===== src/core/cie_params.svh =====
// Offsets, field positions, reset values and timing counts of the interrupt entry block
`ifndef CIE_PARAMS_SVH
`define CIE_PARAMS_SVH

`define CIE_OFS_CTRL 8'h00
`define CIE_OFS_FLAGS1 8'h04
`define CIE_OFS_FLAGS2 8'h08
`define CIE_OFS_EN1 8'h0C
`define CIE_OFS_EN2 8'h10
`define CIE_OFS_EXTCFG 8'h14
`define CIE_OFS_STATE 8'h18
`define CIE_OFS_SHADOW 8'h20

`define CIE_B_GIE 7
`define CIE_B_PERIPHERAL_GROUP_ENABLE 6
`define CIE_B_TMR0IE 5
`define CIE_B_EXT_PIN_IRQ_ENABLE 4
`define CIE_B_IOCIE 3
`define CIE_B_TMR0IF 2
`define CIE_B_EXT_PIN_IRQ_FLAG 1
`define CIE_B_IOCIF 0
`define CIE_B_EDGE 0
`define CIE_B_OSF 7

`define CIE_RST_BYTE 8'h00
`define CIE_REG2_MASK 8'hEF
`define CIE_STATUS_KEEP 8'hE7
`define CIE_VECTOR 15'h0004

`define CIE_CLK_NS 100
`define CIE_TCY_NS 400
`define CIE_TCY_CLKS (`CIE_TCY_NS / `CIE_CLK_NS)
`define CIE_ENTRY_TCY 2

`define CIE_RESP_OKAY 2'h0
`define CIE_RESP_DECERR 2'h3

`endif


===== src/core/cie_pkg.sv =====
// Types shared by the interrupt entry block
package cie_pkg;
  typedef enum logic [1:0] {
    ST_RUN,
    ST_ENTRY,
    ST_RETURN
  } cie_state_e;
  typedef logic [7:0] cie_byte_t;
  typedef logic [14:0] cie_pc_t;
endpackage


===== src/core/cie_core.sv =====
// Core interrupt gather, entry, context shadow and return logic with AXI4-Lite registers
// Operation
// - Any reset leaves every interrupt enable, global one included, cleared.
// - Redirect needs global enable, own enable, and group enable for peripherals.
// - Event flags set on every event regardless of any enable.
// - Entry flushes prefetch, clears global enable, pushes PC, saves context, loads 0004h.
// - With global enable clear events latch; pending ones serviced when re-enabled.
// - Return pops address, restores shadow context and sets global enable.
// - Synchronous sources reach the vector in three or four instruction cycles.
// - Asynchronous sources reach the vector in three to five instruction cycles.
// - Latency does not depend on one- or two-cycle current instruction.
// - External flag settable during Q4 through Q1, sampled every Q1.
// - Wake branches to vector if global enable set, else continues after sleep.
// - Instruction after sleep always executes before any vector branch.
// - External pin edge triggered; select set means rising, clear means falling.
// - Active edge sets external flag; with both enables it redirects.
// - Entry saves W, STATUS less TO/PD, BANK_SELECT_REG, FSRs, PC high latch; return restores.
// - Shadows readable and writable by software; written values get restored.
// - Second flag and enable registers: bit 4 reads zero, bit 7 oscillator fail.
// - Global enable is bit 7 of control; 1 enables, 0 disables all.
//
// The register addresses and register access over AXI4-Lite were chosen for this implementation.
`timescale 1ns/1ns
`default_nettype none
`include "cie_params.svh"

module cie_core #(
  parameter int ENTRY_TCY = `CIE_ENTRY_TCY
) (
  input wire logic i_core_clk,
  input wire logic i_rst_b,
  input wire logic i_awvalid,
  output logic o_awready,
  input wire logic [7:0] i_awaddr,
  input wire logic [2:0] i_awprot,
  input wire logic i_wvalid,
  output logic o_wready,
  input wire logic [31:0] i_wdata,
  input wire logic [3:0] i_wstrb,
  output logic o_bvalid,
  input wire logic i_bready,
  output logic [1:0] o_bresp,
  input wire logic i_arvalid,
  output logic o_arready,
  input wire logic [7:0] i_araddr,
  input wire logic [2:0] i_arprot,
  output logic o_rvalid,
  input wire logic i_rready,
  output logic [31:0] o_rdata,
  output logic [1:0] o_rresp,
  input wire logic i_ext_pin,
  input wire logic i_tmr0_evt,
  input wire logic i_ioc_any,
  input wire logic [7:0] i_periph1_evt,
  input wire logic [7:0] i_periph2_evt,
  input wire cie_pkg::cie_pc_t i_pc,
  input wire logic i_return_from_irq,
  input wire logic i_sleep,
  input wire logic i_instr_retire,
  input wire cie_pkg::cie_byte_t i_live_w,
  input wire cie_pkg::cie_byte_t i_live_status,
  input wire cie_pkg::cie_byte_t i_live_bsr,
  input wire cie_pkg::cie_byte_t i_live_fsr0l,
  input wire cie_pkg::cie_byte_t i_live_fsr0h,
  input wire cie_pkg::cie_byte_t i_live_fsr1l,
  input wire cie_pkg::cie_byte_t i_live_fsr1h,
  input wire cie_pkg::cie_byte_t i_live_pc_high_latch,
  output logic [1:0] o_q_phase,
  output logic o_flush,
  output logic o_push,
  output cie_pkg::cie_pc_t o_push_pc,
  output logic o_vector_load,
  output cie_pkg::cie_pc_t o_vector_pc,
  output logic o_pop,
  output logic o_restore,
  output logic o_wake,
  output logic o_gie,
  output cie_pkg::cie_byte_t o_ctx_w,
  output cie_pkg::cie_byte_t o_ctx_status,
  output cie_pkg::cie_byte_t o_ctx_bsr,
  output cie_pkg::cie_byte_t o_ctx_fsr0l,
  output cie_pkg::cie_byte_t o_ctx_fsr0h,
  output cie_pkg::cie_byte_t o_ctx_fsr1l,
  output cie_pkg::cie_byte_t o_ctx_fsr1h,
  output cie_pkg::cie_byte_t o_ctx_pc_high_latch
);
  import cie_pkg::*;

  localparam int NSHADOW = 8;

  // Register index of a byte address; 5'h1F marks an unmapped address
  function automatic logic [4:0] reg_index(input logic [7:0] addr);
    logic [4:0] idx;
    idx = addr[6:2];
    if (addr[1:0] != 2'h0 || addr[7] || idx == 5'h07 || idx > 5'h0F) begin
      idx = 5'h1F;
    end
    return idx;
  endfunction

  // Any flag paired with its enable
  function automatic logic any_pair(input logic [7:0] flg, input logic [7:0] ena);
    return |(flg & ena);
  endfunction

  logic [1:0] q_ff;
  logic [7:0] ctrl_ff;
  logic [7:0] flags1_ff;
  logic [7:0] flags2_ff;
  logic [7:0] en1_ff;
  logic [7:0] en2_ff;
  logic edge_sel_ff;
  logic pin_prev_ff;
  logic ext_pend_ff;
  cie_byte_t shadow_ff [NSHADOW];
  cie_byte_t live_ctx [NSHADOW];
  cie_state_e state_ff;
  logic [7:0] tcy_cnt_ff;
  logic wake_hold_ff;
  logic wake_ff;
  logic flush_ff;
  logic vector_ff;
  logic pop_ff;
  logic restore_ff;
  cie_pc_t push_pc_ff;
  logic bvalid_ff;
  logic [1:0] bresp_ff;
  logic rvalid_ff;
  logic [31:0] rdata_ff;
  logic [1:0] rresp_ff;

  logic wr_fire;
  logic rd_fire;
  logic [4:0] wr_idx;
  logic [4:0] rd_idx;
  logic [7:0] wbyte;
  logic wr_byte_ok;
  logic ext_edge;
  logic ext_set;
  logic req_core;
  logic req_periph;
  logic irq_req;
  logic is_q1;
  logic take;
  logic [7:0] nxt_ctrl;
  logic [31:0] nxt_rdata;

  assign live_ctx[0] = i_live_w;
  assign live_ctx[1] = i_live_status & `CIE_STATUS_KEEP;
  assign live_ctx[2] = i_live_bsr;
  assign live_ctx[3] = i_live_fsr0l;
  assign live_ctx[4] = i_live_fsr0h;
  assign live_ctx[5] = i_live_fsr1l;
  assign live_ctx[6] = i_live_fsr1h;
  assign live_ctx[7] = i_live_pc_high_latch;

  // Register bus handshakes; both write channels are taken together
  assign wr_fire = i_awvalid & i_wvalid & ~bvalid_ff;
  assign o_awready = wr_fire;
  assign o_wready = wr_fire;
  assign rd_fire = i_arvalid & ~rvalid_ff;
  assign o_arready = ~rvalid_ff;
  assign wr_idx = reg_index(i_awaddr);
  assign rd_idx = reg_index(i_araddr);
  assign wbyte = i_wdata[7:0];
  // Registers are one byte wide, so only lane 0 carries a write
  assign wr_byte_ok = wr_fire & i_wstrb[0];

  // Quadrature phase: 0 is Q1, 3 is Q4, one instruction cycle per turn
  always_ff @(posedge i_core_clk or negedge i_rst_b) begin
    if (!i_rst_b) begin
      q_ff <= 2'h0;
    end else begin
      q_ff <= q_ff + 2'h1;
    end
  end
  assign is_q1 = (q_ff == 2'h0);

  // External pin edge; input is already synchronous to the core clock
  always_ff @(posedge i_core_clk or negedge i_rst_b) begin
    if (!i_rst_b) begin
      pin_prev_ff <= 1'b0;
    end else begin
      pin_prev_ff <= i_ext_pin;
    end
  end
  assign ext_edge = edge_sel_ff ? (i_ext_pin & ~pin_prev_ff)
                                : (~i_ext_pin & pin_prev_ff);

  // Edges seen in Q2/Q3 wait here until the Q4-Q1 set window opens
  assign ext_set = (ext_edge | ext_pend_ff) & (q_ff == 2'h3 || q_ff == 2'h0);
  always_ff @(posedge i_core_clk or negedge i_rst_b) begin
    if (!i_rst_b) begin
      ext_pend_ff <= 1'b0;
    end else if (ext_set) begin
      ext_pend_ff <= 1'b0;
    end else if (ext_edge) begin
      ext_pend_ff <= 1'b1;
    end
  end

  // Request gathering: single vector, no priority between sources
  assign req_core = (ctrl_ff[`CIE_B_TMR0IE] & ctrl_ff[`CIE_B_TMR0IF])
                  | (ctrl_ff[`CIE_B_EXT_PIN_IRQ_ENABLE] & ctrl_ff[`CIE_B_EXT_PIN_IRQ_FLAG])
                  | (ctrl_ff[`CIE_B_IOCIE] & ctrl_ff[`CIE_B_IOCIF]);
  assign req_periph = ctrl_ff[`CIE_B_PERIPHERAL_GROUP_ENABLE]
                    & (any_pair(flags1_ff, en1_ff)
                       | any_pair(flags2_ff, en2_ff & `CIE_REG2_MASK));
  assign irq_req = req_core | req_periph;

  // Requests are sampled only at Q1, so the current instruction length never matters
  assign take = is_q1 & (state_ff == ST_RUN) & ctrl_ff[`CIE_B_GIE] & irq_req
              & ~i_sleep & ~wake_hold_ff;

  // Control register: global and group enables, core sources, flags
  always_comb begin
    nxt_ctrl = ctrl_ff;
    if (wr_byte_ok && wr_idx == 5'(`CIE_OFS_CTRL >> 2)) begin
      nxt_ctrl = wbyte;
    end
    if (take) begin
      nxt_ctrl[`CIE_B_GIE] = 1'b0;
    end else if (i_return_from_irq && state_ff == ST_RUN) begin
      nxt_ctrl[`CIE_B_GIE] = 1'b1;
    end
    // Hardware set wins over a software clear in the same cycle
    if (i_tmr0_evt) begin
      nxt_ctrl[`CIE_B_TMR0IF] = 1'b1;
    end
    if (ext_set) begin
      nxt_ctrl[`CIE_B_EXT_PIN_IRQ_FLAG] = 1'b1;
    end
    nxt_ctrl[`CIE_B_IOCIF] = i_ioc_any;
  end

  always_ff @(posedge i_core_clk or negedge i_rst_b) begin
    if (!i_rst_b) begin
      ctrl_ff <= `CIE_RST_BYTE;
    end else begin
      ctrl_ff <= nxt_ctrl;
    end
  end

  // Peripheral flag registers; event set wins over a same-cycle write
  always_ff @(posedge i_core_clk or negedge i_rst_b) begin
    if (!i_rst_b) begin
      flags1_ff <= `CIE_RST_BYTE;
      flags2_ff <= `CIE_RST_BYTE;
    end else begin
      flags1_ff <= ((wr_byte_ok && wr_idx == 5'(`CIE_OFS_FLAGS1 >> 2)) ? wbyte : flags1_ff)
                 | i_periph1_evt;
      flags2_ff <= (((wr_byte_ok && wr_idx == 5'(`CIE_OFS_FLAGS2 >> 2)) ? wbyte : flags2_ff)
                 | i_periph2_evt) & `CIE_REG2_MASK;
    end
  end

  // Peripheral enable registers and edge select
  always_ff @(posedge i_core_clk or negedge i_rst_b) begin
    if (!i_rst_b) begin
      en1_ff <= `CIE_RST_BYTE;
      en2_ff <= `CIE_RST_BYTE;
      edge_sel_ff <= 1'b0;
    end else if (wr_byte_ok) begin
      if (wr_idx == 5'(`CIE_OFS_EN1 >> 2)) begin
        en1_ff <= wbyte;
      end
      if (wr_idx == 5'(`CIE_OFS_EN2 >> 2)) begin
        en2_ff <= wbyte & `CIE_REG2_MASK;
      end
      if (wr_idx == 5'(`CIE_OFS_EXTCFG >> 2)) begin
        edge_sel_ff <= wbyte[`CIE_B_EDGE];
      end
    end
  end

  // Shadow context: entry capture beats a software write in the same cycle
  for (genvar g = 0; g < NSHADOW; g++) begin : g_shadow
    always_ff @(posedge i_core_clk or negedge i_rst_b) begin
      if (!i_rst_b) begin
        shadow_ff[g] <= `CIE_RST_BYTE;
      end else if (take) begin
        shadow_ff[g] <= live_ctx[g];
      end else if (wr_byte_ok && wr_idx == 5'((`CIE_OFS_SHADOW >> 2) + g)) begin
        shadow_ff[g] <= (g == 1) ? (wbyte & `CIE_STATUS_KEEP) : wbyte;
      end
    end
  end

  // Entry and return sequencer
  always_ff @(posedge i_core_clk or negedge i_rst_b) begin
    if (!i_rst_b) begin
      state_ff <= ST_RUN;
      tcy_cnt_ff <= 8'h00;
    end else begin
      case (state_ff)
        ST_RUN: begin
          if (take) begin
            state_ff <= ST_ENTRY;
            tcy_cnt_ff <= 8'(ENTRY_TCY);
          end else if (i_return_from_irq) begin
            state_ff <= ST_RETURN;
          end
        end
        ST_ENTRY: begin
          // Fixed dead time keeps latency at 3-4 cycles synchronous, 3-5 asynchronous
          if (is_q1) begin
            if (tcy_cnt_ff == 8'h01) begin
              state_ff <= ST_RUN;
            end
            tcy_cnt_ff <= tcy_cnt_ff - 8'h01;
          end
        end
        ST_RETURN: begin
          state_ff <= ST_RUN;
        end
        default: begin
          state_ff <= ST_RUN;
        end
      endcase
    end
  end

  // Strobes to the core sequencer, all registered
  always_ff @(posedge i_core_clk or negedge i_rst_b) begin
    if (!i_rst_b) begin
      flush_ff <= 1'b0;
      push_pc_ff <= 15'h0000;
      vector_ff <= 1'b0;
      pop_ff <= 1'b0;
      restore_ff <= 1'b0;
    end else begin
      flush_ff <= take;
      if (take) begin
        push_pc_ff <= i_pc;
      end
      vector_ff <= (state_ff == ST_ENTRY) & is_q1 & (tcy_cnt_ff == 8'h01);
      pop_ff <= (state_ff == ST_RUN) & i_return_from_irq & ~take;
      restore_ff <= (state_ff == ST_RUN) & i_return_from_irq & ~take;
    end
  end

  // Wake from sleep ignores global enable; one instruction must retire first
  always_ff @(posedge i_core_clk or negedge i_rst_b) begin
    if (!i_rst_b) begin
      wake_ff <= 1'b0;
      wake_hold_ff <= 1'b0;
    end else begin
      wake_ff <= i_sleep & irq_req;
      if (i_sleep & irq_req) begin
        wake_hold_ff <= 1'b1;
      end else if (i_instr_retire & ~i_sleep) begin
        wake_hold_ff <= 1'b0;
      end
    end
  end

  // Register bus write response
  always_ff @(posedge i_core_clk or negedge i_rst_b) begin
    if (!i_rst_b) begin
      bvalid_ff <= 1'b0;
      bresp_ff <= `CIE_RESP_OKAY;
    end else if (wr_fire) begin
      bvalid_ff <= 1'b1;
      bresp_ff <= (wr_idx == 5'h1F) ? `CIE_RESP_DECERR : `CIE_RESP_OKAY;
    end else if (i_bready) begin
      bvalid_ff <= 1'b0;
    end
  end

  // Read data mux; flags read live so polling software sees fresh events
  always_comb begin
    nxt_rdata = 32'h0000_0000;
    case (rd_idx)
      5'h00: nxt_rdata[7:0] = ctrl_ff;
      5'h01: nxt_rdata[7:0] = flags1_ff;
      5'h02: nxt_rdata[7:0] = flags2_ff;
      5'h03: nxt_rdata[7:0] = en1_ff;
      5'h04: nxt_rdata[7:0] = en2_ff;
      5'h05: nxt_rdata[`CIE_B_EDGE] = edge_sel_ff;
      5'h06: nxt_rdata[7:0] = {4'h0, wake_hold_ff, irq_req, state_ff};
      default: begin
        if (rd_idx >= 5'h08 && rd_idx <= 5'h0F) begin
          nxt_rdata[7:0] = shadow_ff[rd_idx[2:0]];
        end
      end
    endcase
  end

  always_ff @(posedge i_core_clk or negedge i_rst_b) begin
    if (!i_rst_b) begin
      rvalid_ff <= 1'b0;
      rdata_ff <= 32'h0000_0000;
      rresp_ff <= `CIE_RESP_OKAY;
    end else if (rd_fire) begin
      rvalid_ff <= 1'b1;
      rdata_ff <= nxt_rdata;
      rresp_ff <= (rd_idx == 5'h1F) ? `CIE_RESP_DECERR : `CIE_RESP_OKAY;
    end else if (i_rready) begin
      rvalid_ff <= 1'b0;
    end
  end

  assign o_bvalid = bvalid_ff;
  assign o_bresp = bresp_ff;
  assign o_rvalid = rvalid_ff;
  assign o_rdata = rdata_ff;
  assign o_rresp = rresp_ff;
  assign o_q_phase = q_ff;
  assign o_flush = flush_ff;
  assign o_push = flush_ff;
  assign o_push_pc = push_pc_ff;
  assign o_vector_load = vector_ff;
  assign o_vector_pc = `CIE_VECTOR;
  assign o_pop = pop_ff;
  assign o_restore = restore_ff;
  assign o_wake = wake_ff;
  assign o_gie = ctrl_ff[`CIE_B_GIE];
  assign o_ctx_w = shadow_ff[0];
  assign o_ctx_status = shadow_ff[1];
  assign o_ctx_bsr = shadow_ff[2];
  assign o_ctx_fsr0l = shadow_ff[3];
  assign o_ctx_fsr0h = shadow_ff[4];
  assign o_ctx_fsr1l = shadow_ff[5];
  assign o_ctx_fsr1h = shadow_ff[6];
  assign o_ctx_pc_high_latch = shadow_ff[7];

endmodule

`default_nettype wire


===== config.mk =====
export PLATFORM = sky130hd
export DESIGN_NAME = cie_core
export DESIGN_NICKNAME = d
export VERILOG_FILES = /design/src/core/cie_pkg.sv /design/src/core/cie_core.sv
export VERILOG_INCLUDE_DIRS = /design/src /design/src/core
export SDC_FILE = /design/constraint.sdc
export NUM_CORES = 1
export LEC_CHECK = 0
export ABC_AREA = 1
export BUFFER_PORTS_ARGS = -buffer_cell sky130_fd_sc_hd__buf_2
export CAP_MARGIN = 20
export CORE_UTILIZATION = 54
export DETAILED_ROUTE_END_ITERATION = 12
export PLACE_DENSITY_LB_ADDON = 0.05
export SLEW_MARGIN = 20
export SYNTH_ARGS = -nofsm -noshare
export SYNTH_HDL_FRONTEND = slang
export SYNTH_SLANG_ARGS = --single-unit
export TNS_END_PERCENT = 20

===== constraint.sdc =====
create_clock -name i_core_clk -period 3.35 [get_ports i_core_clk]
set_input_delay 0.67 -clock i_core_clk [delete_from_list [all_inputs] [get_ports i_core_clk]]
set_output_delay 0.67 -clock i_core_clk [all_outputs]
set_load 0.02 [all_outputs]

* Word-level counts from Yosys, hierarchy flattened
Index checks and enable logic that the tools add are counted.
** Storage, ports and cells
- Input port bits :: 166
- Output and inout port bits :: 144
- Logic and storage cells :: 209
- Bits in registers :: 151
** Cells by class
- Reduce and logical (&&, ||, !) cells :: 49
- Bitwise logic cells :: 39
- Mux-type cells :: 50
- Equal/unequal tests :: 30
- Add/subtract/negate cells :: 2
- $lt $le $gt $ge :: 5
** Operator list (count)
- 8-bit two-way mux :: 24
- 7-bit one-hot mux with 7 select lines :: 1
- 5-bit by 4-bit equality test with 1-bit output (second input constant) :: 8
- 5-bit by 3-bit equality test with 1-bit output (second input constant) :: 7
- 2-bit nonzero test :: 17
- 8-bit binary-select mux with 3-bit select :: 1
- 1-bit AND :: 22
- 5-bit by 2-bit equality test with 1-bit output (second input constant) :: 4
- 8-bit AND :: 2
- 8-bit bitwise OR :: 2
- 8-bit one-hot mux with 2 select lines :: 1
- 8-bit OR reduction :: 2
- 1-bit logical AND :: 13
- 1-bit two-way mux :: 13
- 2-bit two-way mux :: 6
- 5-bit by 1-bit equality test with 1-bit output (second input constant) :: 2
- 5-bit equality test (second input constant) :: 2
- 5-bit by 4-bit greater-than comparator with 1-bit output (second input constant) :: 2
- 5-bit zero test :: 2
- 5-bit two-way mux :: 2
- 8-bit by 1-bit equality test with 1-bit output (second input constant) :: 1
- 8-bit by 1-bit subtractor with 8-bit output (second input constant) :: 1
- 1-bit logical OR :: 7
- 1-bit NOT :: 7
- other kinds (16) :: 26

* Logic depth before layout (Yosys ltp)
Gate-level depths: netlist of run 1.
- Word-level depth :: 11
- Depth in mapped cells :: 15
- Gate-level depth less buffers :: 13

* Least setup slack after synthesis of run 1
No wires, ideal clock.
- Kind :: input to register
- Start :: input port i_awaddr[7]
- End :: register shadow_ff (netlist bit o_ctx_fsr0l[7])
- Data required time :: 3.219 ns
- Setup slack :: 1.385 ns
- Data arrival time :: 1.834 ns
- Stages on the path :: 10
- Cells stage by stage :: nor2_1 > nand2_1 > nor2_4 > nand2_2 > nor2_1 > nand2_1 > nand2_1 > inv_1 > nand2_1 > o211ai_1
** On the way
- Cells in the longest elaborated chain, start to end :: 7
** RTL lines
- start: declaration :: line cie_core.sv:34 : input wire logic [7:0] i_awaddr,
- 1-bit logical OR (3 in a row) :: line cie_core.sv:95 : if (addr[1:0] != 2'h0 || addr[7] || idx == 5'h07 || idx > 5'h0F) begin
- 5-bit two-way mux :: line cie_core.sv:95
- 5-bit by 4-bit equality test with 1-bit output :: line cie_core.sv:283 : end else if (wr_byte_ok && wr_idx == 5'((`CIE_OFS_SHADOW >> 2) + g)) begin
- 1-bit logical AND :: line cie_core.sv:283
- 2-bit nonzero test (no line)
- end signal: indexed assignment :: line cie_core.sv:280 : shadow_ff[g] <= `CIE_RST_BYTE;
- end signal: indexed assignment :: line cie_core.sv:282 : shadow_ff[g] <= live_ctx[g];
- end signal: indexed assignment :: line cie_core.sv:284 : shadow_ff[g] <= (g == 1) ? (wbyte & `CIE_STATUS_KEEP) : wbyte;
- end: declaration :: line cie_core.sv:115 : cie_byte_t shadow_ff [NSHADOW];
No other way between the ends.
A chain may end at the register's enable or synchronous reset.

* Worst setup path in the final report of run 1
- Start :: register flags2_ff[3]
- End :: register shadow_ff (netlist bit o_ctx_w[2])
** On the way
- Cells in the longest elaborated chain, start to end :: 9
** RTL lines
- start: declaration :: line cie_core.sv:109 : logic [7:0] flags2_ff;
- start signal: assignment :: line cie_core.sv:248 : flags2_ff <= `CIE_RST_BYTE;
- start signal: assignment :: line cie_core.sv:252 : flags2_ff <= (((wr_byte_ok && wr_idx == 5'(`CIE_OFS_FLAGS2 >> 2)) ? wbyte : flags2_ff)
- 8-bit AND (*) :: line cie_core.sv:103 : return |(flg & ena);
- 8-bit OR reduction (*) :: line cie_core.sv:103
- 1-bit bitwise OR (*) :: line cie_core.sv:207 : & (any_pair(flags1_ff, en1_ff)
- 1-bit AND (*) :: line cie_core.sv:206 : assign req_periph = ctrl_ff[`CIE_B_PERIPHERAL_GROUP_ENABLE]
- 1-bit bitwise OR (*) :: line cie_core.sv:209 : assign irq_req = req_core | req_periph;
- 1-bit AND (*) (3 in a row) :: line cie_core.sv:212 : assign take = is_q1 & (state_ff == ST_RUN) & ctrl_ff[`CIE_B_GIE] & irq_req
- 8-bit two-way mux or 2-bit nonzero test (tied branches)
Every way passes the cells marked *; elsewhere a longest branch is shown, timed or not.

==> results of run 1 <==
==> metrics by stage <==
step           utilization, %  cell area (um2)  hold WS (ps)  cells  setup WS [ps]
2_1_floorplan               -             8410           374   1146           1390
3_3_place_gp             63.6             9380           421   1494            727
3_5_place_dp             63.6             9380           426   1494            694
4_1_cts                  67.8            10000           228   1525            686
5_1_grt                  67.8            10000           250   1525            433
6_report                 67.8            10000           192   1525            676
==> power by group through the flow <==
stage	logic [mW]	registers (mW)	clock network [mW]
global route	0.539	1.87	2.14
finish	0.489	1.86	2.05
floorplan	0.248	1.94	0
global placement	0.481	1.89	0
CTS	0.490	1.86	2.06
detailed placement	0.488	1.89	0
==> worst paths after layout <==
path                                                      endpoint  slack (ps)  cells after the start
min in group i_core_clk                       ctrl_ff[0]$_DFF_PN0_         340                      1
worst max register to register              o_ctx_w[2]$_DFFE_PN0P_         680                     12
worst min-delay path                        o_ctx_w[5]$_DFFE_PN0P_         190                      1
max in group asynchronous       o_ctx_pc_high_latch[5]$_DFFE_PN0P_        2300                      2
worst min register to register              o_q_phase[0]$_DFF_PN0_         430                      1
worst max-delay path                        o_ctx_w[2]$_DFFE_PN0P_         680                     12
==> placed cells by master, fill, tap and decap left out, types with 2 or more instances in the layout <==
cell / netlist / routed
nand2_1: 402 / 401
buf_2: 26 / 231
dfrtp_1: 147 / 147
nand3_1: 123 / 123
inv_1: 117 / 116
o211ai_1: 68 / 68
nor2_1: 65 / 65
conb_1: 2 / 41
o21ai_0: 29 / 29
clkbuf_16: 0 / 17
buf_4: 51 / 15
nand2_2: 9 / 10
nand3b_1: 7 / 7
nand4_1: 6 / 6
nor2_2: 5 / 5
xor2_1: 5 / 5
a21oi_1: 4 / 4
inv_2: 3 / 4
nor2_4: 4 / 4
bufinv_16: 0 / 4
nor3_2: 3 / 3
nor3_1: 3 / 3
a31oi_1: 3 / 3
ha_1: 3 / 3
clkinv_2: 0 / 3
inv_6: 0 / 3
nand4_2: 2 / 2
nand3_2: 2 / 2
clkinv_1: 2 / 2
clkbuf_8: 0 / 2
clkinvlp_4: 0 / 2
buf_12: 0 / 2
==> routing by layer <==
metal | track usage [%] | wire [um] | vias up
li1 | - | - | 3905
met1 | 46.5 | 11200 | 3812
met2 | 55.8 | 12000 | 424
met3 | 6.46 | 2190 | 46
met4 | 10.4 | 607 | 0
met5 | 0 | 0 | -
==> worst max-delay path: stages (launching register included) <==
cell     delay, ps
dfrtp_1        410
nand2_1         70
nand2_1         50
nor2_1         130
nand2_1         60
o21ai_0        170
nand2_1        160
nand2_2        390
buf_4          430
nand2_1        400
inv_1          170
nand2_1         70
nand3_1         90
==> logic make-up (layout without fill, tap and decap cells) <==
kind of cell / after synthesis / after routing / share of synthesized area (%)
buffers and inverters: 207 / 402 / 12.7
other: 2 / 41 / 0.0908
xor gates and xnor gates: 5 / 5 / 0.530
adders and majority gates: 3 / 3 / 0.454
and+or+nand+nor: 635 / 635 / 32.9
muxes: 1 / 1 / 0.136
DFF: 147 / 147 / 44.5
AOI/OAI and AO/OA: 107 / 107 / 8.70
==> registers in the layout, summed over array words and instances, names as in the netlist, 2 cells and up <==
| name | count |
|---|---|
| o_rdata | 8 |
| o_ctx_status | 6 |
| flags2_ff | 7 |
| ctrl_ff | 8 |
| flags1_ff | 8 |
| o_ctx_bsr | 8 |
| o_ctx_w | 8 |
| o_ctx_pc_high_latch | 8 |
| o_ctx_fsr0l | 8 |
| o_ctx_fsr1l | 8 |
| o_q_phase | 2 |
| o_ctx_fsr0h | 8 |
| tcy_cnt_ff | 8 |
| o_ctx_fsr1h | 8 |
| en1_ff | 8 |
| state_ff | 2 |
| en2_ff | 7 |
| o_push_pc | 15 |
==> final cells by class <==
class,count,area [um2]
multi-input combinational,792,3690
fill,1318,4750
tap,184,230
clock buffer,19,453
sequential,147,3680
clock inverter,12,176
timing repair buffer,249,1320
inverter,122,458
==> results_dict.tcl, run 1 <==
set metrics [dict create \
    dp_hpwl_mm 19.4 \
    clk_pin_slew_ps 60 \
    synthArstFlopShare_pct 100 \
    syn_to_final_growth_pct 21.1 \
    globalplace.congestion 0.957 \
    drt-total-wl_mm 26.0 \
    endpoint_kind "flop" \
    start_util_pct 56.0 \
    yosysTopAreaCellShare_pct 44.5 \
    required_ps 3720 \
    drive_gt1_share_pct 23.5 \
    avgRoutedWirePerCell_um 17.1 \
    synth_common_cells "nand2_1, dfrtp_1, nand3_1" \
    antenna_cells 0 \
    power.leakage_nw 5.53 \
    clkSinkCount 147 \
    postCtsSetupBuffers 0 \
    clkPwrFrac_pct 46.6 \
    status "completed" \
    grt_overflow 0 \
    postSynthCellCount 1107 \
    vias 8187 \
    grt_max_degree 64 \
    io_buffers 232 \
    drc 0 \
    antenna_found_initial 0 \
    drtPass1Iterations 6 \
    netlist_area_um2 8270 \
    netlist_top_cells_area "dfrtp_1, nand2_1, nand3_1" \
    seq_power_share_pct 42.3 \
    die_x_um 126 \
    fp-row-count 44 \
    synth.avg_cell_area_um2 7.47 \
    die_y_um 126 \
    max_cap_violations 0 \
    cts.htree.levels 4 \
    slew_violations 0 \
    finalCritPeriodShare_pct 79.8 \
    grt_pass1_wl_mm 41.5 \
    max_freq_mhz 374 \
    grt_usage_pct 34.2 \
    hp-class "in2async" \
    worst_pin_slew_ps 620 \
    synth.most_common_cell "nand2_1" \
    fin_nets 1498 \
    grt_pass1_vias 7884 \
    internal_power_mw 3.26 \
    irDropWorstVdd_uv 369 \
    finalHoldViolations 0 \
    yosys_warnings 0 \
    core_um2 14800 \
    crit_arrival_ps 3040 \
    die_area_um2 15800 \
    drt-initial-drc-count 683 \
    synth-seq-area-share_pct 44.5 \
    synth_seq_cells 147 \
    fin_setup_tns_ps 0 \
    clock_latency_ps 430 \
    pwr-share-comb_pct 11.1 \
    finalCriticalPeriod_ps 2670 \
    setup_viol 0 \
    reg2reg_from "flags2_ff[3]$_DFF_PN0_" \
    power_density_nw_per_um2 440 \
    cts_tree "built" \
    synth_top_area_cell "dfrtp_1" \
    synth.distinct_cells 36 \
    rsz0062_at_grt "false" \
    clk_path_buf_depth 2 \
    vias_per_cell 5.37 \
    numCtsBuffers 17 \
    hold_buffers 0 \
    skew_ps 8.02 \
    drtAntennaViolNets 0 \
    critical_path_class "reg2reg" \
    synth-edff-count 0 \
    num_io_pins 310 \
    p_switching_mw 1.14 \
    p_sw_share_pct 25.9 \
    cts_root_buf "clkbuf_16" \
    crit_start "flags2_ff[3]$_DFF_PN0_" \
    worstPathMaxFanout 34 \
    synth-main-ff-cell "dfrtp_1" \
    cts_resized 0 \
    total_power_mw 4.40 \
    timing.slew.headroom_pct 58.6 \
    cp-start-kind "flop" \
]
Note: power is estimated with default switching activity, not from simulation.
==> inputs of run 2 (changes only) <==
--- a/config.mk
+++ b/config.mk
@@ -9,7 +9,7 @@
 export ABC_AREA = 1
 export BUFFER_PORTS_ARGS = -buffer_cell sky130_fd_sc_hd__buf_2
 export CAP_MARGIN = 20
-export CORE_UTILIZATION = 54
+export CORE_UTILIZATION = 50
 export DETAILED_ROUTE_END_ITERATION = 12
 export PLACE_DENSITY_LB_ADDON = 0.05
 export SLEW_MARGIN = 20
==> constraint.sdc (replaced) <==
create_clock -name i_core_clk -period 2.8 [get_ports i_core_clk]
set_input_delay 0.56 -clock i_core_clk [delete_from_list [all_inputs] [get_ports i_core_clk]]
set_output_delay 0.56 -clock i_core_clk [all_outputs]
set_load 0.02 [all_outputs]
==> results_dict.tcl, run 2 (synthesis gave the netlist of run 1 again) <==
set metrics [dict create \
    largest_register_ffs 15 \
    cts_root_buf "clkbuf_16" \
    dp_hpwl_mm 19.6 \
    die_x_um 131 \
    slew_violations 0 \
    num_io_pins 310 \
    setup_viol 0 \
    io_buffers 232 \
    drt-initial-drc-count 767 \
    drt-total-wl_mm 25.9 \
    required_ps 3150 \
    fin_nets 1502 \
    total_power_mw 5.03 \
    clk_pin_slew_ps 70 \
    max_freq_mhz 417 \
    worstPathMaxFanout 30 \
    vias_per_cell 5.20 \
    grt_max_degree 66 \
    syn_to_final_growth_pct 21.3 \
    grt_pass1_wl_mm 40.3 \
    mostFrequentLayoutCells "nand2_1, buf_2, dfrtp_1" \
    core_um2 16000 \
    drc 0 \
    drive_gt1_share_pct 23.5 \
    grt_pass1_vias 7529 \
    skew_ps 10.2 \
    cp-start-kind "flop" \
    timing.slew.headroom_pct 58.5 \
    drtPass1Iterations 6 \
    finish.utilization_pct 62.7 \
    globalplace.congestion 0.917 \
    finalCriticalPeriod_ps 2400 \
    fin_ws_ps 405 \
    hp-class "in2async" \
    final_common_cell "nand2_1" \
    die_y_um 131 \
    start_util_pct 51.7 \
    grt_overflow 0 \
    power_density_nw_per_um2 502 \
    fp-row-count 46 \
    cts_resized 0 \
    timing.hold.ws_ps 111 \
    crit_arrival_ps 2740 \
    grt_usage_pct 31.9 \
    critical_path_class "reg2reg" \
    power.leakage_nw 5.52 \
    drtAntennaViolNets 0 \
    cts_tree "built" \
    worst_pin_slew_ps 623 \
    max_cap_violations 0 \
    clk_path_buf_depth 2 \
    clkSinkCount 147 \
    avgRoutedWirePerCell_um 16.6 \
    finalHoldViolations 0 \
    die_area_um2 17100 \
    dpl_worst_slack_ps 390 \
    hold_buffers 0 \
    postCtsSetupBuffers 0 \
    vias 8123 \
    endpoint_kind "flop" \
    clock_latency_ps 430 \
    cts.htree.levels 4 \
    antenna_found_initial 1 \
    status "completed" \
    irDropWorstVdd_uv 420 \
    numCtsBuffers 17 \
    finalCritPeriodShare_pct 85.6 \
    fin_setup_tns_ps 0 \
    rsz0062_at_grt "false" \
]
run 2: cell type report:
type | count | area [um2]
Timing Repair Buffer | 253 | 1360
Clock buffer | 19 | 433
Clock inverter | 11 | 131
Antenna cell | 1 | 2.50
Inverter | 122 | 458
Sequential cell | 147 | 3680
Multi-Input combinational cell | 792 | 3690
Fill cell | 1552 | 5970
Tap cell | 216 | 270
run 2: layer usage:
metal	vias up	part of all wire [%]	routed length (um)	global-route usage, %
li1	3905	-	-	-
met1	3787	43	11200	43.6
met2	395	46	11800	50.0
met3	36	8.8	2280	7.17
met4	0	2.4	609	11.3
met5	-	0	0	0
run 2: per-stage QoR:
stage | cell area, um2 | cells
2_1_floorplan | 8410 | 1146
3_3_place_gp | 9460 | 1530
3_5_place_dp | 9460 | 1530
4_1_cts | 10000 | 1560
5_1_grt | 10000 | 1560
6_report | 10000 | 1561
run 2: final timing paths:
path / from / end / slack, ps / cells past startpoint
worst min register to register: o_q_phase[0]$_DFF_PN0_ / o_q_phase[0]$_DFF_PN0_ / 430 / 1
min in group i_core_clk: i_ioc_any / ctrl_ff[0]$_DFF_PN0_ / 230 / 1
max in group asynchronous: i_rst_b / o_ctx_bsr[0]$_DFFE_PN0P_ / 1930 / 2
worst max register to register: en2_ff[0]$_DFFE_PN0P_ / o_ctx_fsr0l[0]$_DFFE_PN0P_ / 400 / 12
worst min-delay path: i_rst_b / o_ctx_status[2]$_DFFE_PN0P_ / 110 / 1
worst max-delay path: en2_ff[0]$_DFFE_PN0P_ / o_ctx_fsr0l[0]$_DFFE_PN0P_ / 400 / 12
run 2: power by group:
part	switching (mW)	internal [mW]	total (mW)
sequential	0.0439	2.18	2.23
combinational	0.400	0.188	0.588
clock	0.911	1.31	2.22
total	1.35	3.68	5.03
run 2: worst max-delay path, cell delays in order (launching register included):
cell      delay [ps]
dfrtp_1          410
nand2_1           80
nand2_1           50
nor2_1           120
nand2_1           60
o21ai_0          160
nand2_1          150
nand2_2          240
buf_4            380
nand2_1          360
inv_1            160
nand2_1           60
o211ai_1          90
